<file path="config.mk">
export PLATFORM = sky130hd
export DESIGN_NAME = csa_arbiter
export DESIGN_NICKNAME = d
export VERILOG_FILES = /design/src/core/csa_pkg.sv /design/src/core/csa_arbiter.sv
export SDC_FILE = /design/constraint.sdc
export NUM_CORES = 1
export LEC_CHECK = 0
export BUFFER_PORTS_ARGS = -buffer_cell sky130_fd_sc_hd__buf_2
export CAP_MARGIN = 30
export CORE_MARGIN = 5
export CORE_UTILIZATION = 52
export CTS_CLUSTER_SIZE = 8
export DETAILED_ROUTE_END_ITERATION = 7
export GPL_TIMING_DRIVEN = 0
export PLACE_DENSITY = 0.83
export SLEW_MARGIN = 30
export SYNTH_ARGS = -nofsm -noshare
export SYNTH_HDL_FRONTEND = slang
export SYNTH_SLANG_ARGS = --single-unit
</file>
<file path="constraint.sdc">
create_clock -name clk_sys -period 8.5 [get_ports clk_sys]
set_input_delay 1.275 -clock clk_sys [delete_from_list [all_inputs] [get_ports clk_sys]]
set_output_delay 1.275 -clock clk_sys [all_outputs]
set_load 0.01 [all_outputs]
</file>
<file path="src/core/csa_pkg.sv">
// Package for the command source arbiter: register map, fields, encodings and carriers.
package csa_pkg;

	// ==========================================================================
	// Register map and bus
	// ==========================================================================
	localparam int unsigned CSA_AXI_AW      = 8;
	localparam logic [7:0]  CSA_OFF_CTRL    = 8'h00;
	localparam logic [7:0]  CSA_OFF_PUSEL   = 8'h04;
	localparam logic [7:0]  CSA_OFF_STATUS  = 8'h08;
	localparam logic [1:0]  CSA_RESP_OKAY   = 2'h0;
	localparam logic [1:0]  CSA_RESP_SLVERR = 2'h2;

	// ==========================================================================
	// Field positions
	// ==========================================================================
	localparam int unsigned CSA_CTRL_START_POS = 0;
	localparam int unsigned CSA_CTRL_FREQ_POS  = 4;
	localparam int unsigned CSA_CTRL_WPS_POS   = 8;
	localparam int unsigned CSA_CTRL_OMS_POS   = 12;
	localparam int unsigned CSA_PUSEL_POS      = 0;
	localparam int unsigned CSA_ST_ACT_POS     = 0;
	localparam int unsigned CSA_ST_ATT_POS     = 16;
	localparam int unsigned CSA_ST_SRC_POS     = 17;
	localparam int unsigned CSA_ST_LAMP_POS    = 19;
	localparam int unsigned CSA_ST_OMS_POS     = 20;

	// ==========================================================================
	// Setting values and reset values
	// ==========================================================================
	localparam logic [13:0] CSA_PUSEL_CONN  = 14'h0002;
	localparam logic [13:0] CSA_PUSEL_PANEL = 14'h0004;
	localparam logic [13:0] CSA_PUSEL_AUTO  = 14'h270F;
	localparam logic        CSA_START_COMM  = 1'b0;
	localparam logic [1:0]  CSA_FREQ_COMM   = 2'h0;
	localparam logic [1:0]  CSA_FREQ_EXT    = 2'h1;
	localparam logic [1:0]  CSA_FREQ_EXT_NF = 2'h2;
	localparam logic [1:0]  CSA_WPS_ALL     = 2'h2;
	localparam logic [2:0]  CSA_OMS_COMB1   = 3'h3;
	localparam logic [2:0]  CSA_OMS_COMB2   = 3'h4;
	localparam logic        CSA_START_RST   = 1'b0;
	localparam logic [1:0]  CSA_FREQ_RST    = 2'h0;
	localparam logic [1:0]  CSA_WPS_RST     = 2'h0;
	localparam logic [2:0]  CSA_OMS_RST     = 3'h0;
	localparam logic [13:0] CSA_PUSEL_RST   = 14'h270F;

	// ==========================================================================
	// Enumerations
	// ==========================================================================
	typedef enum logic [2:0] {
		CSA_MODE_PU    = 3'b000,
		CSA_MODE_EXT   = 3'b001,
		CSA_MODE_COMB1 = 3'b010,
		CSA_MODE_COMB2 = 3'b011,
		CSA_MODE_NET   = 3'b100
	} csa_mode_t;

	typedef enum logic [2:0] {
		CSA_CMD_READ   = 3'b000,
		CSA_CMD_START  = 3'b001,
		CSA_CMD_STOP   = 3'b010,
		CSA_CMD_FREQ   = 3'b011,
		CSA_CMD_PWRITE = 3'b100,
		CSA_CMD_PCLEAR = 3'b101,
		CSA_CMD_RESET  = 3'b110
	} csa_kind_t;

	typedef enum logic [1:0] {
		CSA_SRC_TERM  = 2'b00,
		CSA_SRC_RS485 = 2'b01,
		CSA_SRC_UNIT  = 2'b10,
		CSA_SRC_PANEL = 2'b11
	} csa_src_t;

	// ==========================================================================
	// Carriers
	// ==========================================================================
	typedef struct packed {
		logic        valid;
		csa_kind_t   kind;
		logic        pu_stop;
		logic        modbus;
		logic        from_t2;
		logic        multispeed;
		logic        t4_au;
		logic        always_wr;
		logic [15:0] data;
	} csa_cmd_t;

	typedef struct packed {
		logic        valid;
		csa_src_t    src;
		csa_kind_t   kind;
		logic [15:0] data;
	} csa_issue_t;

	typedef struct packed {
		logic       start_sel;
		logic [1:0] freq_sel;
		logic [1:0] wps;
		logic [2:0] oms;
	} csa_cfg_t;

	typedef struct packed {
		csa_cfg_t              cfg;
		logic [13:0]           pusel_pend;
		logic [13:0]           pusel_act;
		logic [2:0]            oms_act;
		logic                  att_s1;
		logic                  att_s2;
		logic                  aw_have;
		logic                  w_have;
		logic [CSA_AXI_AW-1:0] aw_addr;
		logic [31:0]           w_data;
		logic [3:0]            w_strb;
		logic                  bvalid;
		logic [1:0]            bresp;
		logic                  rvalid;
		logic [1:0]            rresp;
		logic [31:0]           rdata;
		csa_issue_t            issue;
		logic                  lamps;
	} csa_state_t;

endpackage : csa_pkg

</file>
<file path="src/core/csa_arbiter.sv">
// Command source arbiter: decides which source may start, stop, set, write and reset.
`timescale 1ns/1ps

module csa_arbiter (
	// Clock and reset
	input  wire logic                        clk_sys,
	input  wire logic                        rst_n,
	// AXI4-Lite write address and data
	input  wire logic [csa_pkg::CSA_AXI_AW-1:0] s_axi_awaddr,
	input  wire logic [2:0]                  s_axi_awprot,
	input  wire logic                        s_axi_awvalid,
	output logic                             s_axi_awready,
	input  wire logic [31:0]                 s_axi_wdata,
	input  wire logic [3:0]                  s_axi_wstrb,
	input  wire logic                        s_axi_wvalid,
	output logic                             s_axi_wready,
	// AXI4-Lite write response
	output logic [1:0]                       s_axi_bresp,
	output logic                             s_axi_bvalid,
	input  wire logic                        s_axi_bready,
	// AXI4-Lite read
	input  wire logic [csa_pkg::CSA_AXI_AW-1:0] s_axi_araddr,
	input  wire logic [2:0]                  s_axi_arprot,
	input  wire logic                        s_axi_arvalid,
	output logic                             s_axi_arready,
	output logic [31:0]                      s_axi_rdata,
	output logic [1:0]                       s_axi_rresp,
	output logic                             s_axi_rvalid,
	input  wire logic                        s_axi_rready,
	// Operation mode from the mode selection logic
	input  wire csa_pkg::csa_mode_t          op_mode_in,
	input  wire logic                        comm_error,
	input  wire logic                        pu_attached_pin,
	// Mode change request into Network mode
	input  wire logic                        net_mode_req,
	output logic                             net_mode_ok,
	// Commands, one slot per source, indexed by csa_src_t
	input  wire csa_pkg::csa_cmd_t [3:0]     cmd_in,
	output logic [3:0]                       cmd_accept,
	output logic [3:0]                       cmd_refuse,
	// Arbitrated results
	output csa_pkg::csa_issue_t              cmd_issue,
	output logic                             panel_lamps_on,
	output logic [13:0]                      pusel_active,
	output csa_pkg::csa_mode_t               mode_effective
);

	// ==========================================================================
	// Helpers
	// ==========================================================================
	// Byte-lane merge so that partial writes keep the other bytes
	function automatic logic [31:0] csa_merge(input logic [31:0] old_v,
			input logic [31:0] new_v, input logic [3:0] strb);
		logic [31:0] r;
		r = old_v;
		for (int i = 0; i < 4; i++) begin
			if (strb[i]) begin
				r[8*i +: 8] = new_v[8*i +: 8];
			end
		end
		return r;
	endfunction : csa_merge

	// Authority of one source for one command under the present settings
	function automatic logic csa_allowed(input csa_pkg::csa_src_t src,
			input csa_pkg::csa_cmd_t c, input csa_pkg::csa_mode_t m,
			input logic conn_sel, input csa_pkg::csa_src_t pu_src,
			input csa_pkg::csa_cfg_t cfg, input logic cerr);
		logic pu;
		logic ext;
		logic c1;
		logic c2;
		logic net;
		logic own;
		logic st;
		logic sp;
		logic fq;
		logic wr;
		logic rs;
		logic res;
		pu  = (m == csa_pkg::CSA_MODE_PU);
		ext = (m == csa_pkg::CSA_MODE_EXT);
		c1  = (m == csa_pkg::CSA_MODE_COMB1);
		c2  = (m == csa_pkg::CSA_MODE_COMB2);
		net = (m == csa_pkg::CSA_MODE_NET);
		own = (src == pu_src);
		st  = 1'b0;
		sp  = 1'b0;
		fq  = 1'b0;
		wr  = 1'b0;
		rs  = 1'b0;
		unique case (src)
			csa_pkg::CSA_SRC_TERM: begin
				st = ext | c1 | (net & (cfg.start_sel != csa_pkg::CSA_START_COMM));
				sp = st;
				fq = ext | c2 | (c1 & (c.multispeed | c.t4_au))
					| (net & (cfg.freq_sel == csa_pkg::CSA_FREQ_EXT))
					| (net & (cfg.freq_sel == csa_pkg::CSA_FREQ_EXT_NF) & ~c.from_t2);
				rs = 1'b1;
			end
			csa_pkg::CSA_SRC_RS485: begin
				if (conn_sel) begin
					st = pu | c2;
					sp = pu | c2 | ((ext | c1) & c.pu_stop);
					fq = pu | c1;
					wr = pu | c1 | c2;
					rs = ~net & ~cerr;
				end else begin
					st = net & (cfg.start_sel == csa_pkg::CSA_START_COMM);
					sp = st;
					fq = net & (cfg.freq_sel != csa_pkg::CSA_FREQ_EXT);
					wr = net;
					rs = net & ~cerr;
				end
				// Modbus framing only works from Network mode
				if (c.modbus && (conn_sel || !net)) begin
					st = 1'b0;
					sp = 1'b0;
					fq = 1'b0;
					wr = 1'b0;
					rs = 1'b0;
				end
			end
			default: begin
				// Panel or parameter unit act only while they hold PU source
				st = own & (pu | c2);
				sp = own & (pu | c2 | ((ext | c1) & c.pu_stop));
				fq = own & (pu | c1);
				wr = own & (pu | c1 | c2);
				rs = own & ~net;
			end
		endcase
		unique case (c.kind)
			csa_pkg::CSA_CMD_READ:   res = 1'b1;
			csa_pkg::CSA_CMD_START:  res = st;
			csa_pkg::CSA_CMD_STOP:   res = sp;
			csa_pkg::CSA_CMD_FREQ:   res = fq;
			csa_pkg::CSA_CMD_PWRITE: res = wr | c.always_wr | (cfg.wps == csa_pkg::CSA_WPS_ALL);
			csa_pkg::CSA_CMD_PCLEAR: res = wr;
			csa_pkg::CSA_CMD_RESET:  res = rs;
			default:                 res = 1'b0;
		endcase
		return res;
	endfunction : csa_allowed

	// ==========================================================================
	// State
	// ==========================================================================
	csa_pkg::csa_state_t s_q;
	csa_pkg::csa_state_t s_d;

	csa_pkg::csa_mode_t  mode;
	csa_pkg::csa_src_t   pu_src;
	logic                conn_sel;
	logic [3:0]          allowed;
	logic [3:0]          grant;
	logic                aw_hs;
	logic                w_hs;
	logic                ar_hs;
	logic [31:0]         ctrl_img;
	logic [31:0]         pusel_img;
	logic [31:0]         status_img;
	logic [31:0]         wr_word;

	// ==========================================================================
	// Arbitration, combinational
	// ==========================================================================
	// Latched operation mode select forces the combined modes
	always_comb begin
		if (s_q.oms_act == csa_pkg::CSA_OMS_COMB1) begin
			mode = csa_pkg::CSA_MODE_COMB1;
		end else if (s_q.oms_act == csa_pkg::CSA_OMS_COMB2) begin
			mode = csa_pkg::CSA_MODE_COMB2;
		end else begin
			mode = op_mode_in;
		end
	end

	// PU-mode source from the active select; link traffic plays no part
	always_comb begin
		conn_sel = (s_q.pusel_act == csa_pkg::CSA_PUSEL_CONN);
		if (conn_sel) begin
			pu_src = csa_pkg::CSA_SRC_RS485;
		end else if (s_q.pusel_act == csa_pkg::CSA_PUSEL_PANEL) begin
			pu_src = csa_pkg::CSA_SRC_PANEL;
		end else if (s_q.att_s2) begin
			pu_src = csa_pkg::CSA_SRC_UNIT;
		end else begin
			pu_src = csa_pkg::CSA_SRC_PANEL;
		end
	end

	// Judge every slot; terminals win ties, others wait without refusal
	always_comb begin
		logic taken;
		taken = 1'b0;
		for (int i = 0; i < 4; i++) begin
			allowed[i] = csa_allowed(csa_pkg::csa_src_t'(i[1:0]), cmd_in[i], mode, conn_sel,
				pu_src, s_q.cfg, comm_error);
			grant[i]   = cmd_in[i].valid & allowed[i] & ~taken;
			taken      = taken | grant[i];
		end
	end

	assign cmd_accept  = grant;
	assign cmd_refuse  = {cmd_in[3].valid, cmd_in[2].valid, cmd_in[1].valid,
		cmd_in[0].valid} & ~allowed;
	assign net_mode_ok = net_mode_req & ~conn_sel;

	// ==========================================================================
	// Register images and bus handshakes
	// ==========================================================================
	always_comb begin
		ctrl_img = 32'h0000_0000;
		ctrl_img[csa_pkg::CSA_CTRL_START_POS] = s_q.cfg.start_sel;
		ctrl_img[csa_pkg::CSA_CTRL_FREQ_POS +: 2] = s_q.cfg.freq_sel;
		ctrl_img[csa_pkg::CSA_CTRL_WPS_POS +: 2]  = s_q.cfg.wps;
		ctrl_img[csa_pkg::CSA_CTRL_OMS_POS +: 3]  = s_q.cfg.oms;
		pusel_img = 32'h0000_0000;
		pusel_img[csa_pkg::CSA_PUSEL_POS +: 14] = s_q.pusel_pend;
		status_img = 32'h0000_0000;
		status_img[csa_pkg::CSA_ST_ACT_POS +: 14] = s_q.pusel_act;
		status_img[csa_pkg::CSA_ST_ATT_POS]       = s_q.att_s2;
		status_img[csa_pkg::CSA_ST_SRC_POS +: 2]  = pu_src;
		status_img[csa_pkg::CSA_ST_LAMP_POS]      = s_q.lamps;
		status_img[csa_pkg::CSA_ST_OMS_POS +: 3]  = s_q.oms_act;
	end

	assign s_axi_awready = ~s_q.aw_have & ~s_q.bvalid;
	assign s_axi_wready  = ~s_q.w_have & ~s_q.bvalid;
	assign s_axi_arready = ~s_q.rvalid;
	assign aw_hs         = s_axi_awvalid & s_axi_awready;
	assign w_hs          = s_axi_wvalid & s_axi_wready;
	assign ar_hs         = s_axi_arvalid & s_axi_arready;

	// ==========================================================================
	// Next state
	// ==========================================================================
	always_comb begin
		s_d = s_q;
		// Pin passes two flops before anything reads it
		s_d.att_s1 = pu_attached_pin;
		s_d.att_s2 = s_q.att_s1;
		s_d.lamps  = (pu_src == csa_pkg::CSA_SRC_PANEL);

		// Write channel: address and data may come in either order
		if (aw_hs) begin
			s_d.aw_have = 1'b1;
			s_d.aw_addr = s_axi_awaddr;
		end
		if (w_hs) begin
			s_d.w_have = 1'b1;
			s_d.w_data = s_axi_wdata;
			s_d.w_strb = s_axi_wstrb;
		end
		if (s_q.aw_have && s_q.w_have) begin
			s_d.aw_have = 1'b0;
			s_d.w_have  = 1'b0;
			s_d.bvalid  = 1'b1;
			s_d.bresp   = csa_pkg::CSA_RESP_OKAY;
			unique case (s_q.aw_addr)
				csa_pkg::CSA_OFF_CTRL: begin
					wr_word = csa_merge(ctrl_img, s_q.w_data, s_q.w_strb);
					s_d.cfg.start_sel = wr_word[csa_pkg::CSA_CTRL_START_POS];
					s_d.cfg.freq_sel  = wr_word[csa_pkg::CSA_CTRL_FREQ_POS +: 2];
					s_d.cfg.wps       = wr_word[csa_pkg::CSA_CTRL_WPS_POS +: 2];
					s_d.cfg.oms       = wr_word[csa_pkg::CSA_CTRL_OMS_POS +: 3];
				end
				csa_pkg::CSA_OFF_PUSEL: begin
					// No lock of any kind guards this one
					wr_word = csa_merge(pusel_img, s_q.w_data, s_q.w_strb);
					s_d.pusel_pend = wr_word[csa_pkg::CSA_PUSEL_POS +: 14];
				end
				csa_pkg::CSA_OFF_STATUS: begin
					wr_word = 32'h0000_0000;
				end
				default: begin
					wr_word   = 32'h0000_0000;
					s_d.bresp = csa_pkg::CSA_RESP_SLVERR;
				end
			endcase
		end else begin
			wr_word = 32'h0000_0000;
		end
		if (s_q.bvalid && s_axi_bready) begin
			s_d.bvalid = 1'b0;
		end

		// Read channel
		if (ar_hs) begin
			s_d.rvalid = 1'b1;
			s_d.rresp  = csa_pkg::CSA_RESP_OKAY;
			unique case (s_axi_araddr)
				csa_pkg::CSA_OFF_CTRL:   s_d.rdata = ctrl_img;
				csa_pkg::CSA_OFF_PUSEL:  s_d.rdata = pusel_img;
				csa_pkg::CSA_OFF_STATUS: s_d.rdata = status_img;
				default: begin
					s_d.rdata = 32'h0000_0000;
					s_d.rresp = csa_pkg::CSA_RESP_SLVERR;
				end
			endcase
		end else if (s_q.rvalid && s_axi_rready) begin
			s_d.rvalid = 1'b0;
		end

		// Issued command is a one-cycle record of the granted slot
		s_d.issue.valid = |grant;
		s_d.issue.src   = csa_pkg::CSA_SRC_TERM;
		s_d.issue.kind  = csa_pkg::CSA_CMD_READ;
		s_d.issue.data  = 16'h0000;
		for (int i = 3; i >= 0; i--) begin
			if (grant[i]) begin
				s_d.issue.src  = csa_pkg::csa_src_t'(i[1:0]);
				s_d.issue.kind = cmd_in[i].kind;
				s_d.issue.data = cmd_in[i].data;
			end
		end

		// Device reset reloads the latched selects; until then old ones hold
		if (|grant && s_d.issue.kind == csa_pkg::CSA_CMD_RESET) begin
			s_d.pusel_act = s_d.pusel_pend;
			s_d.oms_act   = s_d.cfg.oms;
		end

		// Synchronous power-on reset: every flop takes a constant
		if (!rst_n) begin
			s_d               = '0;
			s_d.cfg.start_sel = csa_pkg::CSA_START_RST;
			s_d.cfg.freq_sel  = csa_pkg::CSA_FREQ_RST;
			s_d.cfg.wps       = csa_pkg::CSA_WPS_RST;
			s_d.cfg.oms       = csa_pkg::CSA_OMS_RST;
			s_d.pusel_pend    = csa_pkg::CSA_PUSEL_RST;
			s_d.pusel_act     = csa_pkg::CSA_PUSEL_RST;
			s_d.oms_act       = csa_pkg::CSA_OMS_RST;
		end
	end

	// ==========================================================================
	// State register
	// ==========================================================================
	always_ff @(posedge clk_sys) begin
		s_q <= s_d;
	end

	// Outputs
	assign s_axi_bvalid   = s_q.bvalid;
	assign s_axi_bresp    = s_q.bresp;
	assign s_axi_rvalid   = s_q.rvalid;
	assign s_axi_rresp    = s_q.rresp;
	assign s_axi_rdata    = s_q.rdata;
	assign cmd_issue      = s_q.issue;
	assign panel_lamps_on = s_q.lamps;
	assign pusel_active   = s_q.pusel_act;
	assign mode_effective = mode;

endmodule : csa_arbiter

</file>
Word-level counts from Yosys, hierarchy flattened
Cells that the tools add are included.
{"block": "word_totals", "memories": 0, "latchBits": 0, "ff_bits": 129, "ram_bits": 0, "out_inout_bits": 90, "mem_bits_ro": 0}
{"block": "op_classes", "n_eq_ne": 43, "bitwise": 72, "addsub": 0, "n_reduce_logical": 26, "mul": 0, "n_mux": 34, "div": 0, "magnitude_cmp": 0, "shifts": 0}
{"cell": "23-bit case mux with 3 select lines", "count": 1}
{"cell": "3-bit == test (second input constant)", "count": 14}
{"cell": "21-bit 2-to-1 mux", "count": 2}
{"cell": "1-bit AND", "count": 35}
{"cell": "3-bit by 2-bit == test with 1-bit output (second input constant)", "count": 11}
{"cell": "1-bit OR", "count": 22}
{"cell": "1-bit case mux with 7 select lines", "count": 3}
{"cell": "20-bit 2-to-1 mux", "count": 1}
{"cell": "19-bit 2-to-1 mux", "count": 1}
{"cell": "17-bit 2-to-1 mux", "count": 1}
{"cell": "8-bit by 3-bit == test with 1-bit output (second input constant)", "count": 2}
{"cell": "8-bit by 4-bit == test with 1-bit output (second input constant)", "count": 2}
{"cell": "8-bit logical NOT", "count": 2}
{"cell": "3-bit by 1-bit == test with 1-bit output (second input constant)", "count": 5}
{"cell": "3-bit logical NOT", "count": 5}
{"cell": "14-bit by 2-bit == test with 1-bit output (second input constant)", "count": 1}
{"cell": "14-bit by 3-bit == test with 1-bit output (second input constant)", "count": 1}
{"cell": "1-bit 2-to-1 mux", "count": 14}
{"cell": "14-bit 2-to-1 mux", "count": 1}
{"cell": "1-bit NOT", "count": 13}
{"cell": "2-bit OR reduction", "count": 5}
{"cell": "3-bit 2-to-1 mux", "count": 3}
{"cell": "3-bit OR reduction", "count": 3}
{"cell": "8-bit 2-to-1 mux", "count": 1}
{"cell": "16 further kinds", "count": 26}

Logic depth before layout (Yosys ltp)
Gate-level depths: netlist of the first run.
{"block": "logic_depth", "depth_word": 25, "mapped_depth": 15, "mapped_depth_nobuf": 14}

Worst setup path before layout of the first run
OpenSTA, ideal clock, no wires.
{"block": "synth_path", "kind": "input to output", "startpoint": "input op_mode_in[1]", "endpoint": "output cmd_accept[1]", "arrival_ns": 3.949, "path_buffers": 2, "slack_ns": 3.276, "required_ns": 7.225, "cell_stages": 9, "cell_sequence": "buf_2 nor4_4 ha_1 or4_1 a21oi_1 o31ai_1 a311oi_4 clkbuf_1 and2_1"}
{"block": "synth_between", "elab_chain_cells": 12, "elab_cells_between_ends": 49}
{"item": "from (decl)", "line": "csa_arbiter.sv:31", "text": "input wire csa_pkg::csa_mode_t op_mode_in,"}
{"item": "3-bit 2-to-1 mux *", "line": "csa_arbiter.sv:172", "text": "end else if (s_q.oms_act == csa_pkg::CSA_OMS_COMB2) begin"}
{"item": "3-bit 2-to-1 mux *", "line": "csa_arbiter.sv:170", "text": "if (s_q.oms_act == csa_pkg::CSA_OMS_COMB1) begin"}
{"item": "3-bit by 2-bit == test with 1-bit output (tied with other cells)", "line": "csa_arbiter.sv:83", "text": "c1 = (m == csa_pkg::CSA_MODE_COMB1);"}
{"item": "1-bit OR or 1-bit logical NOT (tied branches)", "line": "csa_arbiter.sv:105, csa_arbiter.sv:106, csa_arbiter.sv:116"}
{"item": "1-bit OR or 1-bit logical OR (tied branches)", "line": "csa_arbiter.sv:106, csa_arbiter.sv:116"}
{"item": "1-bit 2-to-1 mux or 1-bit logical AND (tied branches)", "line": "csa_arbiter.sv:102, csa_arbiter.sv:116"}
{"item": "1-bit 2-to-1 mux", "line": "csa_arbiter.sv:116", "text": "if (c.modbus && (conn_sel || !net)) begin"}
{"item": "1-bit OR (2 in a row)", "line": "csa_arbiter.sv:138", "text": "csa_pkg::CSA_CMD_PWRITE: res = wr | c.always_wr | (cfg.wps == csa_pkg::CSA_WPS_ALL);"}
{"item": "1-bit case mux with 7 select lines", "line": "csa_arbiter.sv:133", "text": "unique case (c.kind)"}
{"item": "1-bit AND", "line": "csa_arbiter.sv:200", "text": "grant[i] = cmd_in[i].valid & allowed[i] & ~taken;"}
{"item": "1-bit AND *", "line": "csa_arbiter.sv:200"}
{"item": "to (decl)", "line": "csa_arbiter.sv:39", "text": "output logic [3:0] cmd_accept,"}
Every way passes the cells marked *; elsewhere a longest branch is shown, timed or not.

Worst setup path after layout of the first run
{"block": "layout_path", "startpoint": "register s_q (netlist bit pusel_active[6])", "endpoint": "output cmd_accept[1]"}
{"block": "layout_between", "elab_chain_cells": 9, "elab_cells_between_ends": 18}
{"item": "from (decl)", "line": "csa_arbiter.sv:149", "text": "csa_pkg::csa_state_t s_q;"}
{"item": "from (signal assigned)", "line": "csa_arbiter.sv:342", "text": "s_q <= s_d;"}
{"item": "14-bit by 2-bit == test with 1-bit output *", "line": "csa_arbiter.sv:181", "text": "conn_sel = (s_q.pusel_act == csa_pkg::CSA_PUSEL_CONN);"}
{"item": "1-bit logical OR", "line": "csa_arbiter.sv:116"}
{"item": "1-bit logical AND", "line": "csa_arbiter.sv:116"}
{"item": "1-bit 2-to-1 mux", "line": "csa_arbiter.sv:116"}
{"item": "1-bit OR (2 in a row)", "line": "csa_arbiter.sv:138"}
{"item": "1-bit case mux with 7 select lines *", "line": "csa_arbiter.sv:133"}
{"item": "1-bit AND * (2 in a row)", "line": "csa_arbiter.sv:200"}
Marked as above.

==> results of run 1 <==
==> cell type report <==
cell class                      instances  area, sq um
Antenna cell                            1        2.502
Clock buffer                           19        452.9
Tap cell                              147        183.9
Sequential cell                       117         2342
Inverter                               14        52.55
Clock inverter                         12        131.4
Timing Repair Buffer                  211         1056
Buffer                                111        709.4
Multi-Input combinational cell        490         3148
Fill cell                             997         3782
==> critical path: stages (launching register included) <==
cell,delay [ps]
dfxtp_1,360
nor4_1,630
and4b_1,300
and2_1,160
inv_1,120
ha_1,290
or4_1,530
a21oi_1,340
o31ai_1,160
a311oi_4,530
clkbuf_1,430
and2_1,220
buf_2,150
==> cell usage after synthesis (all sizes together), types with 4 or more instances <==
master / count / area [sq um]
a22oi: 22 / 170.2
mux2i: 31 / 310.3
nor2: 25 / 96.35
clkbuf: 30 / 112.6
nand2b: 7 / 43.79
or3: 5 / 31.28
a21boi: 41 / 307.8
a211oi: 5 / 37.54
a221o: 15 / 150.1
o211a: 4 / 40.04
a21oi: 18 / 93.84
dfxtp: 117 / 2342
inv: 14 / 52.55
buf: 81 / 596.8
nor3b: 7 / 57.55
nand2: 104 / 390.4
nor3: 13 / 65.06
o31ai: 6 / 45.04
and2: 13 / 81.33
nor4: 6 / 52.55
o21ai: 32 / 160.2
o22a: 8 / 70.07
nand3: 9 / 45.04
a22o: 10 / 87.58
nor2b: 46 / 287.8
==> registers in the layout (all words and copies together) (netlist names) <==
name	flops
s_q	32
cmd_issue	22
s_axi_rdata	22
pusel_active	14
pusel_img	14
ctrl_img	8
panel_lamps_on	1
s_axi_bresp	1
s_axi_bvalid	1
s_axi_rresp	1
s_axi_rvalid	1
==> power groups by stage <==
stage          clock, W  combinational (W)  sequential [W]
3_5_place_dp          0           0.000214        0.000592
5_1_grt        0.000733           0.000238        0.000583
3_3_place_gp          0           0.000212        0.000591
6_report       0.000700           0.000217        0.000581
2_1_floorplan         0           0.000131        0.000589
4_1_cts        0.000708           0.000215        0.000581
==> worst min-delay path by stage <==
stage | slack [ps] | from | to | cells after the start
3_3_place_gp | 420 | s_q[108] | s_q[107] | 1
6_report | 440 | s_q[108] | s_q[107] | 1
5_1_grt | 450 | s_q[108] | s_q[107] | 1
3_5_place_dp | 430 | s_q[108] | s_q[107] | 1
4_1_cts | 440 | s_q[108] | s_q[107] | 1
2_1_floorplan | 410 | s_q[108] | s_q[107] | 1
==> per-stage QoR <==
stage          hold WS, ps    util  instances  power [W]  worst slack [ps]
2_1_floorplan        411.9       -        732  0.0007198              3276
4_1_cts              444.0  0.6809       1121   0.001504              2592
6_report             438.3  0.6811       1122   0.001499              2586
3_5_place_dp         432.3  0.6316       1090  0.0008065              2639
5_1_grt              454.5  0.6811       1122   0.001553              2397
3_3_place_gp         419.5  0.6312       1090  0.0008036              2617
==> metal layers <==
layer  wire (um)  vias to the layer above  GRT usage  share of wire
met4         526                        0     0.1050          0.027
met3        1650                       42    0.07170          0.085
met5           0                        -          0              0
met2        9299                      297     0.4500           0.48
li1            -                     2966          -              -
met1        7946                     2777     0.3152           0.41
==> logic make-up after synthesis <==
| family | share of synthesized area |
|---|---|
| AOI/OAI and AO/OA | 0.2333 |
| other | 0.0006043 |
| xor gates and xnor gates | 0.004235 |
| buffers and inverters | 0.1228 |
| DFF | 0.3774 |
| adders and majority gates | 0.002016 |
| and+or+nand+nor | 0.2097 |
| muxes | 0.05000 |
==> results.sh, run 1 <==
export IMPL_max_freq_mhz=169.1
export IMPL_crit_start="pusel_active[6]"
export IMPL_critPathKind="reg2out"
export IMPL_arrival_ps=4640
export IMPL_antenna_found_initial=1
export IMPL_maxSlewViolCount=0
export IMPL_io_buffer_count=211
export IMPL_synthCells=721
export IMPL_numCtsBuffers=17
export IMPL_p_int_w=0.001112
export IMPL_yosys_warnings=0
export IMPL_place_area_sq_um=7492
export IMPL_grt_usage=0.2644
export IMPL_crit_path_end_kind="output port"
export IMPL_ys_dominant_reg_cell="dfxtp_1"
export IMPL_clock_latency_ps=420
export IMPL_seq_power_share=0.388
export IMPL_postCtsResizedCells=0
export IMPL_gr_total_overflow=0
export IMPL_fin_skew_ps=10.34
export IMPL_core_area_sq_um=11860
export IMPL_tightestPinTransition_ps=964.5
export IMPL_reg2reg_to="pusel_active[10]"
export IMPL_yosys_register_bits=117
export IMPL_drt_pass1_iter_count=6
export IMPL_tns_ps=0
export IMPL_clockBufferDepth=2
export IMPL_yosysUniqueCellTypes=69
export IMPL_p_comb_frac=0.145
export IMPL_syn2layout_area_growth_pct=30.18
export IMPL_leakagePower_nw=3.702
export IMPL_drt_iter0_drc=580
export IMPL_die_y_um=119.2
export IMPL_grt_max_degree=17
export IMPL_rsz0062_at_grt="false"
export IMPL_setup_violations=0
export IMPL_cts_setup_buffers=0
export IMPL_pin_count=265
export IMPL_min_period_over_period=0.6957
export IMPL_clkPwrFrac=0.467
export IMPL_final_common_cell="buf_2"
export IMPL_via_count=6082
export IMPL_p_sw_frac=0.2580
export IMPL_syn_cell_area_sq_um=6206
export IMPL_power_switching_w=0.0003867
export IMPL_cts_reportedPaths_clkPinSlew_ps=50
export IMPL_wl_per_cell_um=17.31
export IMPL_synth_async_reset_ratio=0
export IMPL_drv_cap=0
export IMPL_cts_htree_levels=4
export IMPL_syn_area_per_cell_sq_um=8.607
export IMPL_die_width_um=119.2
export IMPL_place_congestion=0.9972
export IMPL_synth_edff_count=0
export IMPL_ff2ff_setup_slack_ps=3910
export IMPL_cts_sinks=117
export IMPL_drtAntennaViolNets=0
export IMPL_final_area_sq_um=8079
export IMPL_seq_area_frac_synth=0.3774
export IMPL_hold_path_class="reg2reg"
export IMPL_viasPerCell=5.421
export IMPL_slew_headroom=0.3556
export IMPL_num_rows=40
export IMPL_holdBufCountCts=0
export IMPL_nets=1138
export IMPL_wl_um=19420
export IMPL_required_ps=7220
export IMPL_final_cell_mix="buf_2, dfxtp_1, nand2_1"
export IMPL_detailed_place_hpwl_um=14930
export IMPL_cp_endpoint="cmd_accept[1]"
export IMPL_root_buffer="clkbuf_16"
export IMPL_hold_viol=0
export IMPL_final_layout_size_suffix_gt1_frac=0.3460
export IMPL_cts_tree="done"
export IMPL_grt_pass1_wl_um=29990
export IMPL_min_period_ps=5914
export IMPL_power_density_nw_per_um2=185.5
export IMPL_die_area_sq_um=14220
export IMPL_vdd_ir_drop_max_uv=168.9
export IMPL_drc_errors=0
export IMPL_r2r_start="pusel_active[6]"
export IMPL_initial_utilization=0.5232
export IMPL_grt_pass1_vias=5900
export IMPL_cp_start_kind="flop"
export IMPL_reg2regPathDepth=13
export IMPL_crit_fanout=10
export IMPL_status="completed"
Note: power is estimated with default switching activity, not from simulation.
==> run 2: changes to the inputs <==
Settings changed: CORE_UTILIZATION 52 to 44, PLACE_DENSITY 0.83 to 0.75.
Clock period 8.5 ns to 4.9 ns, I/O delays scaled along.
==> results.sh, run 2 (synthesis results as in run 1) <==
export IMPL_status="completed"
export IMPL_holdPathStages=1
export IMPL_die_y_um=128.8
export IMPL_cts_sinks=117
export IMPL_nets=1139
export IMPL_largest_register_ffs=32
export IMPL_final_common_cell="buf_2"
export IMPL_grt_pass1_vias=5754
export IMPL_numCtsBuffers=17
export IMPL_syn2layout_area_growth_pct=32.14
export IMPL_leakagePower_nw=3.729
export IMPL_reg2regPathDepth=14
export IMPL_num_rows=43
export IMPL_layout_filler_cells=1266
export IMPL_drv_cap=0
export IMPL_critPathKind="reg2out"
export IMPL_totalPowerFinal_w=0.002689
export IMPL_cts_tree="done"
export IMPL_die_width_um=128.8
export IMPL_hold_path_class="reg2reg"
export IMPL_vdd_ir_drop_max_uv=278.1
export IMPL_final_layout_size_suffix_gt1_frac=0.3505
export IMPL_p_sw_frac=0.2463
export IMPL_hold_viol=0
export IMPL_wl_per_cell_um=17.22
export IMPL_grt_max_degree=17
export IMPL_place_congestion=0.9225
export IMPL_top_register="s_q"
export IMPL_rsz0062_at_grt="false"
export IMPL_fin_skew_ps=4.711
export IMPL_cts_reportedPaths_clkPinSlew_ps=50
export IMPL_critPathMaxStageDelay_ps=540
export IMPL_arrival_ps=3940
export IMPL_die_area_sq_um=16580
export IMPL_crit_start="pusel_active[5]"
export IMPL_cp_cell_sequence="nor4_4 -> and4b_1 -> and2_1 -> inv_1 -> ha_1 -> or4_1 -> a21oi_2 -> a2111oi_4 -> a311oi_4 -> clkbuf_4 -> and2_1 -> buf_2"
export IMPL_min_period_ps=4674
export IMPL_final_cell_mix="buf_2, dfxtp_1, nand2_1"
export IMPL_worst_path_max_delay_cell="or4_1"
export IMPL_tightestPinTransition_ps=756.7
export IMPL_crit_path_end_kind="output port"
export IMPL_required_ps=4160
export IMPL_drt_pass1_iter_count=4
export IMPL_grt_pass1_wl_um=29800
export IMPL_drtAntennaViolNets=0
export IMPL_path_common_cell="and2_1"
export IMPL_io_buffer_count=211
export IMPL_hold_end="s_q[107]"
export IMPL_r2r_start="pusel_active[5]"
export IMPL_gr_total_overflow=0
export IMPL_p_comb_frac=0.142
export IMPL_crit_fanout=10
export IMPL_slew_headroom=0.4902
export IMPL_fin_util=0.5908
export IMPL_ff2ff_setup_slack_ps=730
export IMPL_clockBufferDepth=2
export IMPL_power_density_nw_per_um2=327.9
export IMPL_clock_latency_ps=420
export IMPL_min_period_over_period=0.9539
export IMPL_power_switching_w=0.0006624
export IMPL_initial_utilization=0.4471
export IMPL_wl_um=19860
export IMPL_reg2reg_to="pusel_active[10]"
export IMPL_drt_iter0_drc=478
export IMPL_antenna_found_initial=0
export IMPL_cts_htree_levels=4
export IMPL_clkPwrFrac=0.483
export IMPL_core_area_sq_um=13880
export IMPL_via_count=6112
export IMPL_maxSlewViolCount=0
export IMPL_p_int_w=0.002027
export IMPL_min_delay_start="s_q[108]"
export IMPL_viasPerCell=5.301
export IMPL_drc_errors=0
export IMPL_seq_power_share=0.375
export IMPL_diodes=0
export IMPL_pin_count=265
export IMPL_max_freq_mhz=214.0
export IMPL_root_buffer="clkbuf_16"
export IMPL_grt_usage=0.2304
export IMPL_setup_violations=0
export IMPL_detailed_place_hpwl_um=15280
export IMPL_cp_start_kind="flop"
==> run 2: cell types whose count changed in the layout (fill, tap and decap cells not counted), sizes merged <==
cell,delta
clkinvlp,-2
clkbuf,+1
diode,-1
buf,+1
clkinv,-3
bufinv,+2
==> run 2: layer usage <==
layer / GRT usage / vias to the layer above / part of all wire
li1: - / 2958 / -
met1: 0.2859 / 2814 / 0.41
met2: 0.3838 / 296 / 0.47
met3: 0.05355 / 44 / 0.089
met4: 0.09759 / 0 / 0.031
met5: 0 / - / 0
==> run 2: cell type report <==
class	instances	area (sq um)	area share
inverters	14	52.55	0.006408
clock buffers	20	456.7	0.05569
multi-input cells	490	3193	0.3894
well taps	180	225.2	0.02746
repair buffers	212	1064	0.1297
plain buffers	111	713.2	0.08697
flip-flops and latches	117	2342	0.2856
clock inverters	9	153.9	0.01877
==> run 2: power by group through the flow <==
stage	clock (W)	combinational [W]	sequential, W
after floorplan	0	0.000227	0.00102
after global placement	0	0.000371	0.00103
after detailed placement	0	0.000375	0.00103
after CTS	0.00131	0.000379	0.00101
after global routing	0.00136	0.000416	0.00101
final	0.00130	0.000381	0.00101
==> run 2: how the worst max path moves through the flow <==
stage,endpoint,cells after the start
floorplan,cmd_accept[1],9
global route,cmd_accept[1],12
detailed placement,cmd_accept[1],12
CTS,cmd_accept[1],12
finish,cmd_accept[1],12
global placement,cmd_accept[1],12
==> run 2: through the flow <==
stage / area [sq um] / hold WS (ps) / setup TNS, ps / std cells / setup WS (ps)
after floorplan: 6247 / 411.9 / 0 / 732 / 755.6
after global placement: 7528 / 428.8 / -10.09 / 1123 / -10.09
after detailed placement: 7533 / 438.5 / -14.50 / 1123 / -14.50
after CTS: 8172 / 444.0 / 0 / 1153 / 52.24
after global routing: 8200 / 454.6 / 0 / 1153 / 44.52
final: 8200 / 437.4 / 0 / 1153 / 226.0
==> run 2: critical path, delay by kind of cell, from the launching register on <==
family | cells | cell delay, ps
and+or+nand+nor | 5 | 1590
buffers and inverters | 3 | 580
AOI/OAI and AO/OA | 3 | 680
adders and majority gates | 1 | 280
DFF | 1 | 380
==> run 2: timing repair <==
action                                  4_1_cts  5_1_grt
buffers inserted                              1        0
endpoints found under the setup margin        3        2
pin swaps                                     1        1
resized for setup                             4        5
hold buffers                                  0        0
==> run 3: changes to the inputs <==
Settings changed: BUFFER_PORTS_ARGS -buffer_cell sky130_fd_sc_hd__buf_2 to -buffer_cell sky130_fd_sc_hd__clkbuf_2.
==> results.sh, run 3 (synthesis results as in run 1) <==
export IMPL_status="completed"
export IMPL_tns_ps=0
export IMPL_drtAntennaViolNets=0
export IMPL_setup_violations=0
export IMPL_p_comb_frac=0.154
export IMPL_p_sw_frac=0.2653
export IMPL_wl_per_cell_um=16.93
export IMPL_hold_path_class="reg2reg"
export IMPL_grt_pass1_wl_um=29430
export IMPL_required_ps=4160
export IMPL_tightestPinTransition_ps=803.4
export IMPL_fin_skew_ps=5.407
export IMPL_largest_register_ffs=32
export IMPL_via_count=6055
export IMPL_clock_latency_ps=410
export IMPL_die_area_sq_um=16580
export IMPL_final_area_sq_um=8119
export IMPL_crit_fanout=10
export IMPL_cts_htree_levels=4
export IMPL_maxSlewViolCount=0
export IMPL_clockBufferDepth=2
export IMPL_leakagePower_nw=3.684
export IMPL_p_int_w=0.001819
export IMPL_cts_reportedPaths_clkPinSlew_ps=50
export IMPL_rsz0062_at_grt="false"
export IMPL_initial_utilization=0.4471
export IMPL_grt_usage=0.2280
export IMPL_gr_total_overflow=0
export IMPL_final_common_cell="clkbuf_2"
export IMPL_core_area_sq_um=13880
export IMPL_die_y_um=128.8
export IMPL_arrival_ps=3930
export IMPL_min_period_ps=4670
export IMPL_numCtsBuffers=17
export IMPL_crit_path_end_kind="output port"
export IMPL_die_width_um=128.8
export IMPL_top_register="s_q"
export IMPL_wl_um=19540
export IMPL_drv_cap=0
export IMPL_antenna_found_initial=1
export IMPL_clkPwrFrac=0.439
export IMPL_drc_errors=0
export IMPL_vdd_ir_drop_max_uv=230.9
export IMPL_nets=1140
export IMPL_detailed_place_hpwl_um=15190
export IMPL_grt_pass1_vias=5693
export IMPL_critPathKind="reg2out"
export IMPL_place_congestion=0.9456
export IMPL_power_density_nw_per_um2=304.9
export IMPL_hold_viol=0
export IMPL_final_layout_size_suffix_gt1_frac=0.3511
export IMPL_seq_power_share=0.407
export IMPL_viasPerCell=5.247
export IMPL_holdBufCountCts=0
export IMPL_num_rows=43
export IMPL_pin_count=265
export IMPL_min_period_over_period=0.9530
export IMPL_root_buffer="clkbuf_16"
export IMPL_slew_headroom=0.4634
export IMPL_io_buffer_count=211
export IMPL_drt_iter0_drc=368
export IMPL_drt_pass1_iter_count=5
export IMPL_grt_max_degree=17
export IMPL_syn2layout_area_growth_pct=30.83
export IMPL_power_switching_w=0.0006566
export IMPL_place_area_sq_um=7538
export IMPL_cp_start_kind="flop"
export IMPL_final_cell_mix="clkbuf_2, dfxtp_1, nand2_1"
export IMPL_cts_tree="done"
export IMPL_cts_sinks=117
export IMPL_diodes=0
export IMPL_max_freq_mhz=214.1
run 3: changes by cell type in the layout (fill, tap and decap cells not counted):
cell / previous run / this run
buf_4: 75 / 76
clkbuf_4: 1 / 0
nor4_4: 3 / 4
clkbuf_2: 0 / 211
clkinv_2: 2 / 4
nor4_2: 1 / 0
buf_2: 217 / 7
bufinv_16: 4 / 0
clkinvlp_4: 2 / 4
run 3: repair_timing:
action,CTS,global route
endpoints found under the setup margin,3,2
buffers inserted,2,0
gates resized for setup,4,5
pin swaps,1,1
run 3: worst max-delay path, cell delays in order, from the launching register on:
cell,delay [ps]
dfxtp_1,380
nor4_4,350
and4b_1,250
and2_1,190
inv_1,140
ha_1,290
or4_1,540
a21oi_2,240
a2111oi_4,70
a311oi_4,390
buf_2,290
and2_1,230
clkbuf_2,160
run 3: cell type report:
type | count | area [sq um]
Sequential cell | 117 | 2342
Fill cell | 1287 | 5762
Clock buffer | 20 | 456.7
Inverter | 14 | 52.55
Multi-Input combinational cell | 490 | 3202
Buffer | 111 | 710.7
Clock inverter | 9 | 58.81
Tap cell | 180 | 225.2
Timing Repair Buffer | 213 | 1071
run 3: per-layer routing:
layer	share of wire	wire (um)	GRT usage	vias up
met5	0	0	0	-
met3	0.091	1775	0.07223	35
met4	0.028	541	0.08956	0
met1	0.41	8006	0.2730	2788
met2	0.47	9214	0.3808	273
li1	-	-	-	2959
run 3: power groups by stage:
stage	Clock, W	Combinational, W	Sequential (W)
finish	0.00109	0.000380	0.00101
global route	0.00115	0.000415	0.00101
CTS	0.00110	0.000379	0.00101
detailed placement	0	0.000376	0.00103
global placement	0	0.000371	0.00103
floorplan	0	0.000227	0.00102
run 3: through the flow:
step / utilization / instances / worst slack (ps) / hold slack, ps / total power, W
final: 0.5849 / 1154 / 230.2 / 447.8 / 0.002475
after global routing: 0.5849 / 1154 / 38.13 / 477.2 / 0.002578
after CTS: 0.5827 / 1154 / 46.26 / 454.0 / 0.002484
after detailed placement: 0.5431 / 1123 / -32.06 / 428.8 / 0.001403
after global placement: 0.5424 / 1123 / -14.22 / 421.1 / 0.001398
after floorplan: - / 732 / 755.6 / 411.9 / 0.001249
run 3: final timing paths:
check	from	endpoint	slack [ps]	cells past startpoint
setup reg to reg	pusel_active[6]	pusel_active[10]	720	14
setup / recovery	pusel_active[6]	cmd_accept[1]	230	12
hold reg to reg	s_q[108]	s_q[107]	450	1
hold / removal	s_q[108]	s_q[107]	450	1
